## config.mk

```make
export PLATFORM = sky130hd
export DESIGN_NAME = scbu_serial_cfg
export DESIGN_NICKNAME = d
export VERILOG_FILES = /design/src/include/scbu_pkg.sv /design/src/hdl/scbu_serial_cfg.sv
export VERILOG_INCLUDE_DIRS = /design/src /design/src/include
export SDC_FILE = /design/constraint.sdc
export NUM_CORES = 1
export LEC_CHECK = 0
export ABC_AREA = 1
export BUFFER_PORTS_ARGS = -buffer_cell sky130_fd_sc_hd__buf_2
export CAP_MARGIN = 20
export CORE_ASPECT_RATIO = 0.7
export CORE_MARGIN = 3
export CORE_UTILIZATION = 45
export DETAILED_ROUTE_END_ITERATION = 7
export PLACE_DENSITY = 0.72
export SLEW_MARGIN = 5
export SYNTH_ARGS = -nofsm -noshare
export SYNTH_HDL_FRONTEND = slang
export SYNTH_SLANG_ARGS = --single-unit
```

## constraint.sdc

```tcl
create_clock -name i_sys_clk -period 3.4 [get_ports i_sys_clk]
set_clock_uncertainty 0.05 [all_clocks]
set_input_delay 0.34 -clock i_sys_clk [delete_from_list [all_inputs] [get_ports i_sys_clk]]
set_output_delay 0.34 -clock i_sys_clk [all_outputs]
set_load 0.05 [all_outputs]
```

## src/include/scbu_consts.svh

```systemverilog
`ifndef SCBU_CONSTS_SVH
`define SCBU_CONSTS_SVH
// Functional notes
// config bit 7 selects four-wire readback output
// bit 6 set: LSB first, addresses step up
// bit 6 clear: MSB first, addresses step down
// soft reset bit resets, may start download
// config register never enters the save image
// readback bit picks pending or active values
// update bit copies pending into active
// update bit clears itself, reads zero
// live registers act at once, others on commit
// status snapshot refreshes only on commit
// reference entry loads four bytes at 0x0600
// code A0 starts output_pll calibration
// sequence: count, address, update, end codes

// register offsets and widths
`define SCBU_AW 13
`define SCBU_OFS_CFG 13'h0000
`define SCBU_OFS_RBK 13'h0004
`define SCBU_OFS_UPD 13'h0005
`define SCBU_OFS_STAT 13'h0d00
// buffered bank: eight bytes from 0x0600, tag is offset >> 3
`define SCBU_BANK_TAG 10'h0c0
`define SCBU_BANK_N 8

// field positions
`define SCBU_CFG_SDO_BIT 7
`define SCBU_CFG_LSB_BIT 6
`define SCBU_CFG_RST_BIT 5
`define SCBU_RBK_SEL_BIT 0
`define SCBU_UPD_BIT 0

// reset values
`define SCBU_CFG_RST 2'h0
`define SCBU_RBK_RST 1'h0
`define SCBU_BANK_RST 8'h00
`define SCBU_STAT_RST 8'h00

// load sequence codes
`define SCBU_CODE_UPDATE 8'h80
`define SCBU_CODE_CAL 8'ha0
`define SCBU_CODE_END 8'hff
`define SCBU_CODE_ACT_MIN 8'h80
`define SCBU_NVM_AW 10
`define SCBU_SEQ_START 10'h000
`define SCBU_PIN_SEQ_START 10'h200

// serial framing counts
`define SCBU_INSTR_LAST 5'd15
`define SCBU_BYTE_LAST 5'd7
`define SCBU_RD_BIT 15
`endif

```

## src/include/scbu_pkg.sv

```systemverilog
package scbu_pkg;
    // load sequence interpreter states
    typedef enum logic [2:0] {
        L_IDLE = 3'b000,
        L_CODE = 3'b001,
        L_AHI = 3'b010,
        L_ALO = 3'b011,
        L_DATA = 3'b100
    } scbu_ld_state_t;
    // serial frame phase
    typedef enum logic {
        P_INSTR = 1'b0,
        P_DATA = 1'b1
    } scbu_phase_t;
endpackage

```

## src/hdl/scbu_serial_cfg.sv

```systemverilog
`timescale 1ns/1ps
`default_nettype none
`include "scbu_consts.svh"
module scbu_serial_cfg
    import scbu_pkg::*;
(
    // clock and reset
    input wire logic i_sys_clk,
    input wire logic i_rst_n,
    // serial control port pins
    input wire logic i_sclk,
    input wire logic i_cs_n,
    input wire logic i_sdio,
    output logic o_sdio,
    output logic o_sdio_oe,
    output logic o_sdo,
    output logic o_sdo_oe,
    // download straps (pins)
    input wire logic i_nvm_load_en,
    input wire logic i_pin_prog_en,
    // load sequence memory, one cycle read latency
    output logic [`SCBU_NVM_AW-1:0] o_nvm_addr,
    input wire logic [7:0] i_nvm_data,
    // save image read port
    input wire logic [`SCBU_AW-1:0] i_save_addr,
    output logic [7:0] o_save_data,
    // device side
    input wire logic [7:0] i_status,
    output logic [`SCBU_BANK_N-1:0][7:0] o_active_regs,
    output logic o_four_wire,
    output logic o_commit,
    output logic o_soft_reset,
    output logic o_pll_cal_start,
    output logic o_loading
);
    // pin synchronisers: sclk, cs_n, sdio, nvm strap, pin strap
    logic [4:0] s1_q, s2_q;
    logic sclk_prev_q;
    always_ff @(posedge i_sys_clk or negedge i_rst_n) begin
        if (!i_rst_n) begin
            s1_q <= 5'h02;
            s2_q <= 5'h02;
            sclk_prev_q <= 1'b0;
        end else begin
            s1_q <= {i_pin_prog_en, i_nvm_load_en, i_sdio, i_cs_n, i_sclk};
            s2_q <= s1_q;
            sclk_prev_q <= s2_q[0];
        end
    end
    logic sclk_rise, sclk_fall, cs_n_s, sdi_s, nvm_s, pin_s;
    assign sclk_rise = s2_q[0] & ~sclk_prev_q;
    assign sclk_fall = ~s2_q[0] & sclk_prev_q;
    assign cs_n_s = s2_q[1];
    assign sdi_s = s2_q[2];
    assign nvm_s = s2_q[3];
    assign pin_s = s2_q[4];
    // register state
    logic [1:0] cfg_q, cfg_d; // {four-wire, lsb-first}
    logic rbk_q, rbk_d; // read pending buffer
    logic [`SCBU_BANK_N-1:0][7:0] pend_q, pend_d; // host-visible buffer
    logic [`SCBU_BANK_N-1:0][7:0] act_q, act_d; // applied values
    logic [7:0] stat_q, stat_d; // status snapshot
    logic commit_q, commit_d, srst_q, srst_d; // one-cycle pulses
    logic [7:0] save_q, save_d;
    logic lsb;
    assign lsb = cfg_q[0];
    // register read mux, sel picks the pending side of the bank
    function automatic logic [7:0] reg_read(
        input logic [`SCBU_AW-1:0] a,
        input logic sel
    );
        logic [7:0] r;
        r = 8'h00; // unmapped reads as zero
        case (a)
            `SCBU_OFS_CFG: r = {cfg_q, 6'h00}; // soft reset bit reads clear
            `SCBU_OFS_RBK: r = {7'h00, rbk_q};
            `SCBU_OFS_UPD: r = 8'h00;
            `SCBU_OFS_STAT: r = stat_q;
            default: begin
                if (a[`SCBU_AW-1:3] == `SCBU_BANK_TAG) begin
                    r = sel ? pend_q[a[2:0]] : act_q[a[2:0]];
                end
            end
        endcase
        return r;
    endfunction
    // next address of a multibyte transfer
    function automatic logic [`SCBU_AW-1:0] step(
        input logic [`SCBU_AW-1:0] a, input logic up);
        return up ? `SCBU_AW'(a + 1'b1) : `SCBU_AW'(a - 1'b1);
    endfunction
    // serial engine state
    scbu_phase_t ph_q, ph_d;
    logic [15:0] sh_q, sh_d;
    logic [4:0] cnt_q, cnt_d;
    logic rd_q, rd_d;
    logic [`SCBU_AW-1:0] addr_q, addr_d;
    logic [7:0] tx_q, tx_d;
    logic fresh_q, fresh_d;
    logic spi_wr;
    logic [7:0] spi_wdata;
    logic [15:0] nxt_sh;
    // serial engine: sample on sclk rise, shift out on sclk fall
    always_comb begin
        ph_d = ph_q;
        sh_d = sh_q;
        cnt_d = cnt_q;
        rd_d = rd_q;
        addr_d = addr_q;
        tx_d = tx_q;
        fresh_d = fresh_q;
        spi_wr = 1'b0;
        spi_wdata = 8'h00;
        nxt_sh = lsb ? {sdi_s, sh_q[15:1]} : {sh_q[14:0], sdi_s};
        if (cs_n_s) begin // deselect always restarts framing
            ph_d = P_INSTR;
            cnt_d = 5'd0;
            rd_d = 1'b0;
            fresh_d = 1'b0;
        end else if (sclk_rise) begin
            sh_d = nxt_sh;
            cnt_d = 5'(cnt_q + 1'b1);
            if (ph_q == P_INSTR && cnt_q == `SCBU_INSTR_LAST) begin
                // instruction done: latch address, preload read byte
                ph_d = P_DATA;
                cnt_d = 5'd0;
                rd_d = nxt_sh[`SCBU_RD_BIT];
                addr_d = nxt_sh[`SCBU_AW-1:0];
                tx_d = reg_read(nxt_sh[`SCBU_AW-1:0], rbk_q);
                fresh_d = 1'b1;
            end else if (ph_q == P_DATA && cnt_q == `SCBU_BYTE_LAST) begin
                cnt_d = 5'd0;
                addr_d = step(addr_q, lsb);
                if (rd_q) begin
                    tx_d = reg_read(step(addr_q, lsb), rbk_q);
                    fresh_d = 1'b1;
                end else begin
                    spi_wr = 1'b1;
                    spi_wdata = lsb ? nxt_sh[15:8] : nxt_sh[7:0];
                end
            end
        end else if (sclk_fall && ph_q == P_DATA && rd_q) begin
            // first fall after a load only exposes the first bit
            fresh_d = 1'b0;
            if (!fresh_q) begin
                tx_d = lsb ? {1'b0, tx_q[7:1]} : {tx_q[6:0], 1'b0};
            end
        end
    end
    always_ff @(posedge i_sys_clk or negedge i_rst_n) begin
        if (!i_rst_n) begin
            ph_q <= P_INSTR;
            sh_q <= 16'h0000;
            cnt_q <= 5'd0;
            rd_q <= 1'b0;
            addr_q <= `SCBU_OFS_CFG;
            tx_q <= 8'h00;
            fresh_q <= 1'b0;
        end else begin
            ph_q <= ph_d;
            sh_q <= sh_d;
            cnt_q <= cnt_d;
            rd_q <= rd_d;
            addr_q <= addr_d;
            tx_q <= tx_d;
            fresh_q <= fresh_d;
        end
    end
    // pin drive: one bit source, routed by the wire mode
    logic rd_drive;
    assign rd_drive = ~cs_n_s & rd_q & (ph_q == P_DATA);
    assign o_sdio = lsb ? tx_q[0] : tx_q[7];
    assign o_sdo = lsb ? tx_q[0] : tx_q[7];
    assign o_sdio_oe = rd_drive & ~cfg_q[1];
    assign o_sdo_oe = rd_drive & cfg_q[1];
    assign o_four_wire = cfg_q[1];
    // loader state
    scbu_ld_state_t ld_q, ld_d;
    logic [`SCBU_NVM_AW-1:0] ptr_q, ptr_d;
    logic wait_q, wait_d, cal_q, cal_d; // memory wait, calibration pulse
    logic [6:0] lcnt_q, lcnt_d;
    logic [`SCBU_AW-1:0] ladr_q, ladr_d;
    logic ld_wr, ld_commit;
    // sequence interpreter; each byte costs a wait cycle for memory
    always_comb begin
        ld_d = ld_q;
        ptr_d = ptr_q;
        wait_d = wait_q;
        lcnt_d = lcnt_q;
        ladr_d = ladr_q;
        cal_d = 1'b0;
        ld_wr = 1'b0;
        ld_commit = 1'b0;
        if (ld_q != L_IDLE && wait_q) begin
            wait_d = 1'b0; // data for ptr_q valid next cycle
        end else begin
            if (ld_q != L_IDLE) begin
                ptr_d = `SCBU_NVM_AW'(ptr_q + 1'b1);
                wait_d = 1'b1;
            end
            case (ld_q)
                L_IDLE: begin
                    if (srst_q && (nvm_s || pin_s)) begin
                        // pin program wins: the pins override memory
                        ld_d = L_CODE;
                        ptr_d = pin_s ? `SCBU_PIN_SEQ_START : `SCBU_SEQ_START;
                        wait_d = 1'b1;
                    end
                end
                L_CODE: begin // other action codes are skipped
                    if (i_nvm_data == `SCBU_CODE_END) begin
                        ld_d = L_IDLE;
                        wait_d = 1'b0;
                    end else if (i_nvm_data == `SCBU_CODE_UPDATE) begin
                        ld_commit = 1'b1;
                    end else if (i_nvm_data == `SCBU_CODE_CAL) begin
                        cal_d = 1'b1;
                    end else if (i_nvm_data < `SCBU_CODE_ACT_MIN) begin
                        lcnt_d = i_nvm_data[6:0];
                        ld_d = L_AHI;
                    end
                end
                L_AHI: begin
                    ladr_d = {i_nvm_data[4:0], ladr_q[7:0]};
                    ld_d = L_ALO;
                end
                L_ALO: begin
                    ladr_d = {ladr_q[`SCBU_AW-1:8], i_nvm_data};
                    ld_d = L_DATA;
                end
                L_DATA: begin
                    // count byte holds length minus one
                    ld_wr = 1'b1;
                    ladr_d = `SCBU_AW'(ladr_q + 1'b1);
                    if (lcnt_q == 7'd0) begin
                        ld_d = L_CODE;
                    end else begin
                        lcnt_d = 7'(lcnt_q - 1'b1);
                    end
                end
                default: begin
                    ld_d = L_IDLE;
                    wait_d = 1'b0;
                end
            endcase
        end
    end
    always_ff @(posedge i_sys_clk or negedge i_rst_n) begin
        if (!i_rst_n) begin
            ld_q <= L_IDLE;
            ptr_q <= `SCBU_SEQ_START;
            wait_q <= 1'b0;
            lcnt_q <= 7'd0;
            ladr_q <= `SCBU_OFS_CFG;
            cal_q <= 1'b0;
        end else begin
            ld_q <= ld_d;
            ptr_q <= ptr_d;
            wait_q <= wait_d;
            lcnt_q <= lcnt_d;
            ladr_q <= ladr_d;
            cal_q <= cal_d;
        end
    end
    assign o_nvm_addr = ptr_q;
    assign o_loading = (ld_q != L_IDLE);
    assign o_pll_cal_start = cal_q;
    // loader owns the write port; host writes dropped so loads never tear
    logic wr_en, host_wr;
    logic [`SCBU_AW-1:0] wr_addr;
    logic [7:0] wr_data;
    assign host_wr = spi_wr & ~o_loading;
    assign wr_en = o_loading ? ld_wr : spi_wr;
    assign wr_addr = o_loading ? ladr_q : addr_q;
    assign wr_data = o_loading ? i_nvm_data : spi_wdata;
    // register bank next state
    always_comb begin
        cfg_d = cfg_q;
        rbk_d = rbk_q;
        pend_d = pend_q;
        act_d = act_q;
        stat_d = stat_q;
        commit_d = ld_commit;
        srst_d = 1'b0;
        // save image excludes the port configuration
        save_d = (i_save_addr == `SCBU_OFS_CFG) ? 8'h00 :
            reg_read(i_save_addr, 1'b1);
        if (srst_q) begin
            // soft reset returns every register to default
            cfg_d = `SCBU_CFG_RST;
            rbk_d = `SCBU_RBK_RST;
            pend_d = '0;
            act_d = '0;
            stat_d = `SCBU_STAT_RST;
            commit_d = 1'b0;
        end else begin
            if (host_wr && wr_addr == `SCBU_OFS_CFG) begin
                // live: wire mode and bit order act at once
                cfg_d = {wr_data[`SCBU_CFG_SDO_BIT],
                    wr_data[`SCBU_CFG_LSB_BIT]};
                srst_d = wr_data[`SCBU_CFG_RST_BIT];
            end
            if (host_wr && wr_addr == `SCBU_OFS_RBK) begin
                rbk_d = wr_data[`SCBU_RBK_SEL_BIT];
            end
            if (host_wr && wr_addr == `SCBU_OFS_UPD &&
                wr_data[`SCBU_UPD_BIT]) begin
                commit_d = 1'b1;
            end
            if (wr_en && wr_addr[`SCBU_AW-1:3] == `SCBU_BANK_TAG) begin
                pend_d[wr_addr[2:0]] = wr_data;
            end
            if (commit_q) begin
                // update bit is never stored, so it reads zero
                act_d = pend_q;
                stat_d = i_status;
            end
        end
    end
    always_ff @(posedge i_sys_clk or negedge i_rst_n) begin
        if (!i_rst_n) begin
            cfg_q <= `SCBU_CFG_RST;
            rbk_q <= `SCBU_RBK_RST;
            pend_q <= '0;
            act_q <= '0;
            stat_q <= `SCBU_STAT_RST;
            commit_q <= 1'b0;
            srst_q <= 1'b0;
            save_q <= 8'h00;
        end else begin
            cfg_q <= cfg_d;
            rbk_q <= rbk_d;
            pend_q <= pend_d;
            act_q <= act_d;
            stat_q <= stat_d;
            commit_q <= commit_d;
            srst_q <= srst_d;
            save_q <= save_d;
        end
    end
    assign o_active_regs = act_q;
    assign o_commit = commit_q;
    assign o_soft_reset = srst_q;
    assign o_save_data = save_q;
endmodule
`default_nettype wire

```

After elaboration in Yosys (flattened, before gate mapping)
Cells that the tools add are included.
W data, S select, Z words.
{"block": "classes", "add_sub_neg": 6, "n_lt_le_gt_ge": 6, "n_eq_ne": 39, "muxes": 112, "bitwise": 16, "reduce_logical": 42}
{"operator": "$mux W64", "n": 4}
{"operator": "$mux W8", "n": 28}
{"operator": "$bmux W8 S3", "n": 5}
{"operator": "$eq A13 B3 Y1 const B", "n": 8}
{"operator": "$bwmux W64", "n": 1}
{"operator": "$pmux W8 S4", "n": 2}
{"operator": "$logic_not A13 Y1", "n": 4}
{"operator": "$mux W13", "n": 4}
{"operator": "$eq A10 B8 Y1 const B", "n": 4}
{"operator": "$mux W1", "n": 40}
{"operator": "$mux W10", "n": 4}
{"operator": "$eq A13 B12 Y1 const B", "n": 3}
{"operator": "$pmux W13 S3", "n": 1}
{"operator": "$mux W7", "n": 5}
{"operator": "$add A13 B1 Y13 const B", "n": 2}
{"operator": "$demux W8 S3", "n": 1}
{"operator": "$eq A8 B8 Y1 const B", "n": 3}
{"operator": "$pmux W8 S3", "n": 1}
{"operator": "$reduce_bool A2 Y1", "n": 11}
{"operator": "$mux W5", "n": 4}
{"operator": "$mux W3", "n": 6}
{"operator": "$lt A3 B4 Y1 const B", "n": 4}
{"operator": "$mux W16", "n": 1}
{"operator": "$ne A2 B2 Y1 const B", "n": 8}
{"operator": "31 further kinds", "n": 67}
{"block": "word_totals", "regBits": 240, "input_bits": 36, "out_inout_bits": 91, "word_cells": 260}

Logic depth before layout (Yosys ltp)
{"block": "depth", "word_depth": 11, "ltp_mapped": 19, "ltp_nobuf": 17}

Worst setup path after synthesis
OpenSTA, ideal clock, no wires.
{"block": "synth_timing", "path_type": "register to register", "startpoint": "register cfg_q[0]", "endpoint": "register tx_q[5]", "setup_ns": 0.077, "t_arrival_ns": 2.879, "t_required_ns": 3.273, "slack_ns": 0.394, "path_stages_with_launch": 17, "path_buffers": 3, "period_less_slack_ns": 3.006, "cell_sequence": "dfrtp_1 -> buf_2 -> inv_2 -> clkbuf_1 -> ha_1 -> nand2_1 -> inv_1 -> a21oi_1 -> nand2_1 -> nand2_1 -> nand2_1 -> xor2_2 -> buf_4 -> nand4_1 -> nand3_1 -> nand3_1 -> a21oi_1"}
{"block": "synth_between", "elab_chain_cells": 10, "word_cells_on_any_way": 33, "cone_classes": "eq/ne: 8; mux: 23; reduce/logical: 2"}
{"element": "from (decl)", "line": "scbu_serial_cfg.sv:58", "source": "logic [1:0] cfg_q, cfg_d;"}
{"element": "from (signal assigned)", "line": "scbu_serial_cfg.sv:322", "source": "cfg_q <= `SCBU_CFG_RST;"}
{"element": "from (signal assigned)", "line": "scbu_serial_cfg.sv:331", "source": "cfg_q <= cfg_d;"}
{"element": "$mux W13", "line": "scbu_serial_cfg.sv:90", "source": "return up ? `SCBU_AW'(a + 1'b1) : `SCBU_AW'(a - 1'b1);"}
{"element": "$bmux W8 S3", "line": "scbu_serial_cfg.sv:81", "source": "r = sel ? pend_q[a[2:0]] : act_q[a[2:0]];"}
{"element": "$mux W8 (implied by the code)", "line": "scbu_serial_cfg.sv:81"}
{"element": "$mux W8", "line": "scbu_serial_cfg.sv:81"}
{"element": "$mux W8", "line": "scbu_serial_cfg.sv:80", "source": "if (a[`SCBU_AW-1:3] == `SCBU_BANK_TAG) begin"}
{"element": "$pmux W8 S4", "line": "scbu_serial_cfg.sv:74", "source": "case (a)"}
{"element": "$mux W8", "line": "scbu_serial_cfg.sv:134", "source": "if (rd_q) begin"}
{"element": "$mux W8", "line": "scbu_serial_cfg.sv:131", "source": "end else if (ph_q == P_DATA && cnt_q == `SCBU_BYTE_LAST) begin"}
{"element": "$mux W8", "line": "scbu_serial_cfg.sv:123", "source": "if (ph_q == P_INSTR && cnt_q == `SCBU_INSTR_LAST) begin"}
{"element": "$mux W8 *", "line": "scbu_serial_cfg.sv:120", "source": "end else if (sclk_rise) begin"}
{"element": "to (signal assigned)", "line": "scbu_serial_cfg.sv:165", "source": "tx_q <= tx_d;"}
{"element": "to (decl)", "line": "scbu_serial_cfg.sv:98", "source": "logic [7:0] tx_q, tx_d;"}
Mark *: on every way between the ends. The rest lies on a longest branch, timed or not. The select of a mux whose other input is x is not followed.
A chain may end at the register's enable or synchronous reset.

Worst setup path in the final report
{"block": "layout_timing", "startpoint": "register cnt_q[0]", "endpoint": "register pend_q[10] (netlist name)"}
{"block": "layout_between", "elab_chain_cells": 10, "word_cells_on_any_way": 19, "cone_classes": "eq/ne: 2; mux: 13; reduce/logical: 4"}
{"element": "from (decl)", "line": "scbu_serial_cfg.sv:95", "source": "logic [4:0] cnt_q, cnt_d;"}
{"element": "from (signal assigned)", "line": "scbu_serial_cfg.sv:162", "source": "cnt_q <= cnt_d;"}
{"element": "$eq A5 B3 Y1 (no source line)"}
{"element": "$logic_and A1 B1 Y1 (no source line)"}
{"element": "$mux W8", "line": "scbu_serial_cfg.sv:131"}
{"element": "$mux W8", "line": "scbu_serial_cfg.sv:123"}
{"element": "$mux W8", "line": "scbu_serial_cfg.sv:120"}
{"element": "$mux W8", "line": "scbu_serial_cfg.sv:115", "source": "if (cs_n_s) begin"}
{"element": "$mux W8", "line": "scbu_serial_cfg.sv:275", "source": "assign wr_data = o_loading ? i_nvm_data : spi_wdata;"}
{"element": "$bwmux W64", "line": "scbu_serial_cfg.sv:311", "source": "pend_d[wr_addr[2:0]] = wr_data;"}
{"element": "$mux W64", "line": "scbu_serial_cfg.sv:310", "source": "if (wr_en && wr_addr[`SCBU_AW-1:3] == `SCBU_BANK_TAG) begin"}
{"element": "$mux W64", "line": "scbu_serial_cfg.sv:288", "source": "if (srst_q) begin"}
{"element": "to (signal assigned)", "line": "scbu_serial_cfg.sv:333", "source": "pend_q <= pend_d;"}
{"element": "to (decl)", "line": "scbu_serial_cfg.sv:60", "source": "logic [`SCBU_BANK_N-1:0][7:0] pend_q, pend_d;"}
Parallel ways exist; a longest one is shown, timed or not. The select of a mux whose other input is x is not followed.

==> flow_summary.toml <==
[timing]
drv_slew = 0
rsz0062_at_grt = "false"
post-route-period-util = 0.948
tns_ps = 0
slew_headroom = 0.279
hold_viol = 0
setup_viol = 0
holdWs_ps = 6.98
fmax_mhz = 310
tightestPinTransition_ps = 1070
min_period_ps = 3220

[cts]
cts.clk_slew.worst_paths_ps = 60
ctsHoldBuffers = 8
clk_latency_ps = 550
postCtsSetupRepairBufs = 0
numCtsBuffers = 26
clockBufferDepth = 3
cts-root-buf = "clkbuf_16"
cts.sinks = 240
post_cts_resized = 0
cts_tree = "yes"
h-tree-depth = 1

[power_and_ir_drop]
p_per_area_nw_per_um2 = 574
ir_drop_uv = 616
power.leakage_nw = 8.01

[logic_synthesis]
synth_cell_types = 59
postSynthCellCount = 1987
synthTopCellsByArea = "dfrtp_1 41%, nand2_1 8.9%, inv_1 7.6%, o21ai_0 6.9%, a21oi_1 5.5%"
ys_seq_elements = 240
synth_edf_count = 0
synth.yosys.seq_area_share = 0.413
synthArstFlopShare = 1.00
netlist_area_um2 = 14500
synth_ff_type = "dfrtp_1"
synth_area_per_cell_um2 = 7.32
yosys.area.top_type = "dfrtp_1"
synth_fp_nets = 2042
synth_warnings = 0
yosysTopAreaCellShare = 0.409

[grt]
antenna_found_initial = 1
grt_max_degree = 68
grt_pass1_wl_um = 84600
grt_pass1_vias = 14300
overflow = 0
grtUsageTotal = 0.311

[critical_path]
cp_max_fo = 8
worstSetupEndpointType = "register"
crit_path_start_kind = "register"
arrival_ps = 3630
path_class = "reg2reg"
r2r_setup_slack_ps = 180
worstPathRequired_ps = 3810

[cells_and_area]
final_core_util = 0.529
num_antenna_cells = 0
drive_above_1_share = 0.124
instances_no_fill = 2540
area_delta_synth_final_pct = 14.4
final_nets = 2155
nFillCells = 3064

[floorplanning]
io_pins = 127
initial_core_util = 0.462
core_area_um2 = 31500
fp-row-count = 54
die_area_um2 = 34600
die_h_um = 156
die_w_um = 221

[detailed_routing]
wl_um = 55500
ant_nets = 0
drt_iter0_markers = 2438
via_per_inst = 6.13
wl_per_cell_um = 21.9
dr.pass1.iters = 7
drc = 0
vias = 15600

[placed_design]
gp_congestion = 1.03
dp.cells = 2484
dpl.hpwl_um = 40000
port_buffers = 126

[run_status]
status = "complete, no violations"

[run]
cap_violations = 0

[hold_path]
hold_class = "in2reg"
[where the power goes]
group	total, W	switching [W]	internal [W]	leakage (nW)
Combinational	0.00294	0.00219	0.000746	4.70
Clock	0.00303	0.00127	0.00177	0.439
Sequential	0.00359	0.000339	0.00325	2.87
Total	0.00956	0.00380	0.00576	8.01
[state kept, by name (all words and copies together) (netlist names), 7 cells and up]
register / flops
stat_q: 8
addr_q: 13
o_nvm_addr: 10
ladr_q: 13
o_save_data: 8
lcnt_q: 7
o_active_regs: 64
sh_q: 16
pend_q: 64
tx_q: 8
[through the flow]
step	power, W	worst slack [ps]	area (um^2)
6_report	0.00956	176	16600
5_1_grt	0.0100	0.395	16600
4_1_cts	0.00950	346	16600
3_5_place_dp	0.00646	399	15700
3_3_place_gp	0.00642	425	15600
2_1_floorplan	0.00558	394	14500
[critical path, stage by stage, from the launching register on]
cell	delay [ps]
dfrtp_1	420
ha_1	240
nand2_1	110
nor2_1	50
ha_1	190
nand2_1	100
inv_2	40
nor2_1	140
nand2_1	90
clkinv_1	120
nand3_1	200
o21ai_1	240
nand2_4	170
clkinv_2	150
nand3_1	430
o22ai_1	370
[cells in the final DEF (no fill, tap or decap), types with 9 or more instances in the layout]
cell type / n
nand3_1: 155
o221ai_1: 20
nand2_1: 342
nand4_1: 36
nor3_1: 13
inv_2: 10
ha_1: 18
a21oi_1: 160
o21ai_1: 21
o21ai_0: 202
clkbuf_16: 27
o21ai_2: 9
inv_1: 296
o22ai_1: 120
dfrtp_1: 237
buf_2: 125
a31oi_1: 9
nor2_1: 126
buf_4: 42
o211ai_1: 40
[worst paths after layout]
kind | startpoint | depth (start not counted) | to
setup / recovery | cnt_q[0]$_DFFE_PN0N_ | 15 | pend_q[10]$_DFFE_PN0P_
hold / removal | i_status[4] | 3 | stat_q[4]$_DFFE_PN0P_
setup reg to reg | cnt_q[0]$_DFFE_PN0N_ | 15 | pend_q[10]$_DFFE_PN0P_
hold reg to reg | s1_q[4]$_DFF_PN0_ | 0 | s2_q[4]$_DFF_PN0_
max in group asynchronous | i_rst_n | 3 | pend_q[51]$_DFFE_PN0P_
min in group asynchronous | i_rst_n | 2 | s2_q[0]$_DFF_PN0_
[logic make-up after synthesis]
group / Yosys count / share of synthesized area
and+or+nand+nor: 700 / 0.210
AOI/OAI and AO/OA: 616 / 0.246
buffers and inverters: 404 / 0.108
DFF: 240 / 0.413
adders and majority gates: 19 / 0.0169
xor gates and xnor gates: 7 / 0.00525
muxes: 1 / 0.000688
[routing by layer]
layer	vias up	GRT usage	share of wire	routed length [um]
met3	130	0.129	0.16	8990
met1	7288	0.467	0.43	24000
li1	7042	-	-	-
met4	2	0.0772	0.026	1460
met2	1113	0.411	0.38	21100
met5	-	0	0.00016	9
[synth_stat cells, types with 20 or more instances]
library cell    n
nor2_1        126
dfrtp_1       238
nand4_1        36
o21ai_1        21
a21oi_1       160
nand3_1       155
o22ai_1       120
nand2_1       344
o21ai_0       202
o211ai_1       40
inv_1         296
o221ai_1       20
clkbuf_1       70
[area by class of cell]
class | instances | area, um^2 | share of cell area
Clock inverter | 15 | 164 | 0.00985
Clock buffer | 33 | 738 | 0.0444
Sequential cell | 240 | 6010 | 0.361
Inverter | 312 | 1170 | 0.0704
Timing Repair Buffer | 177 | 1060 | 0.0634
Tap cell | 420 | 526 | 0.0316
Multi-Input combinational cell | 1343 | 6980 | 0.419
(Power assumes the default switching activity.)
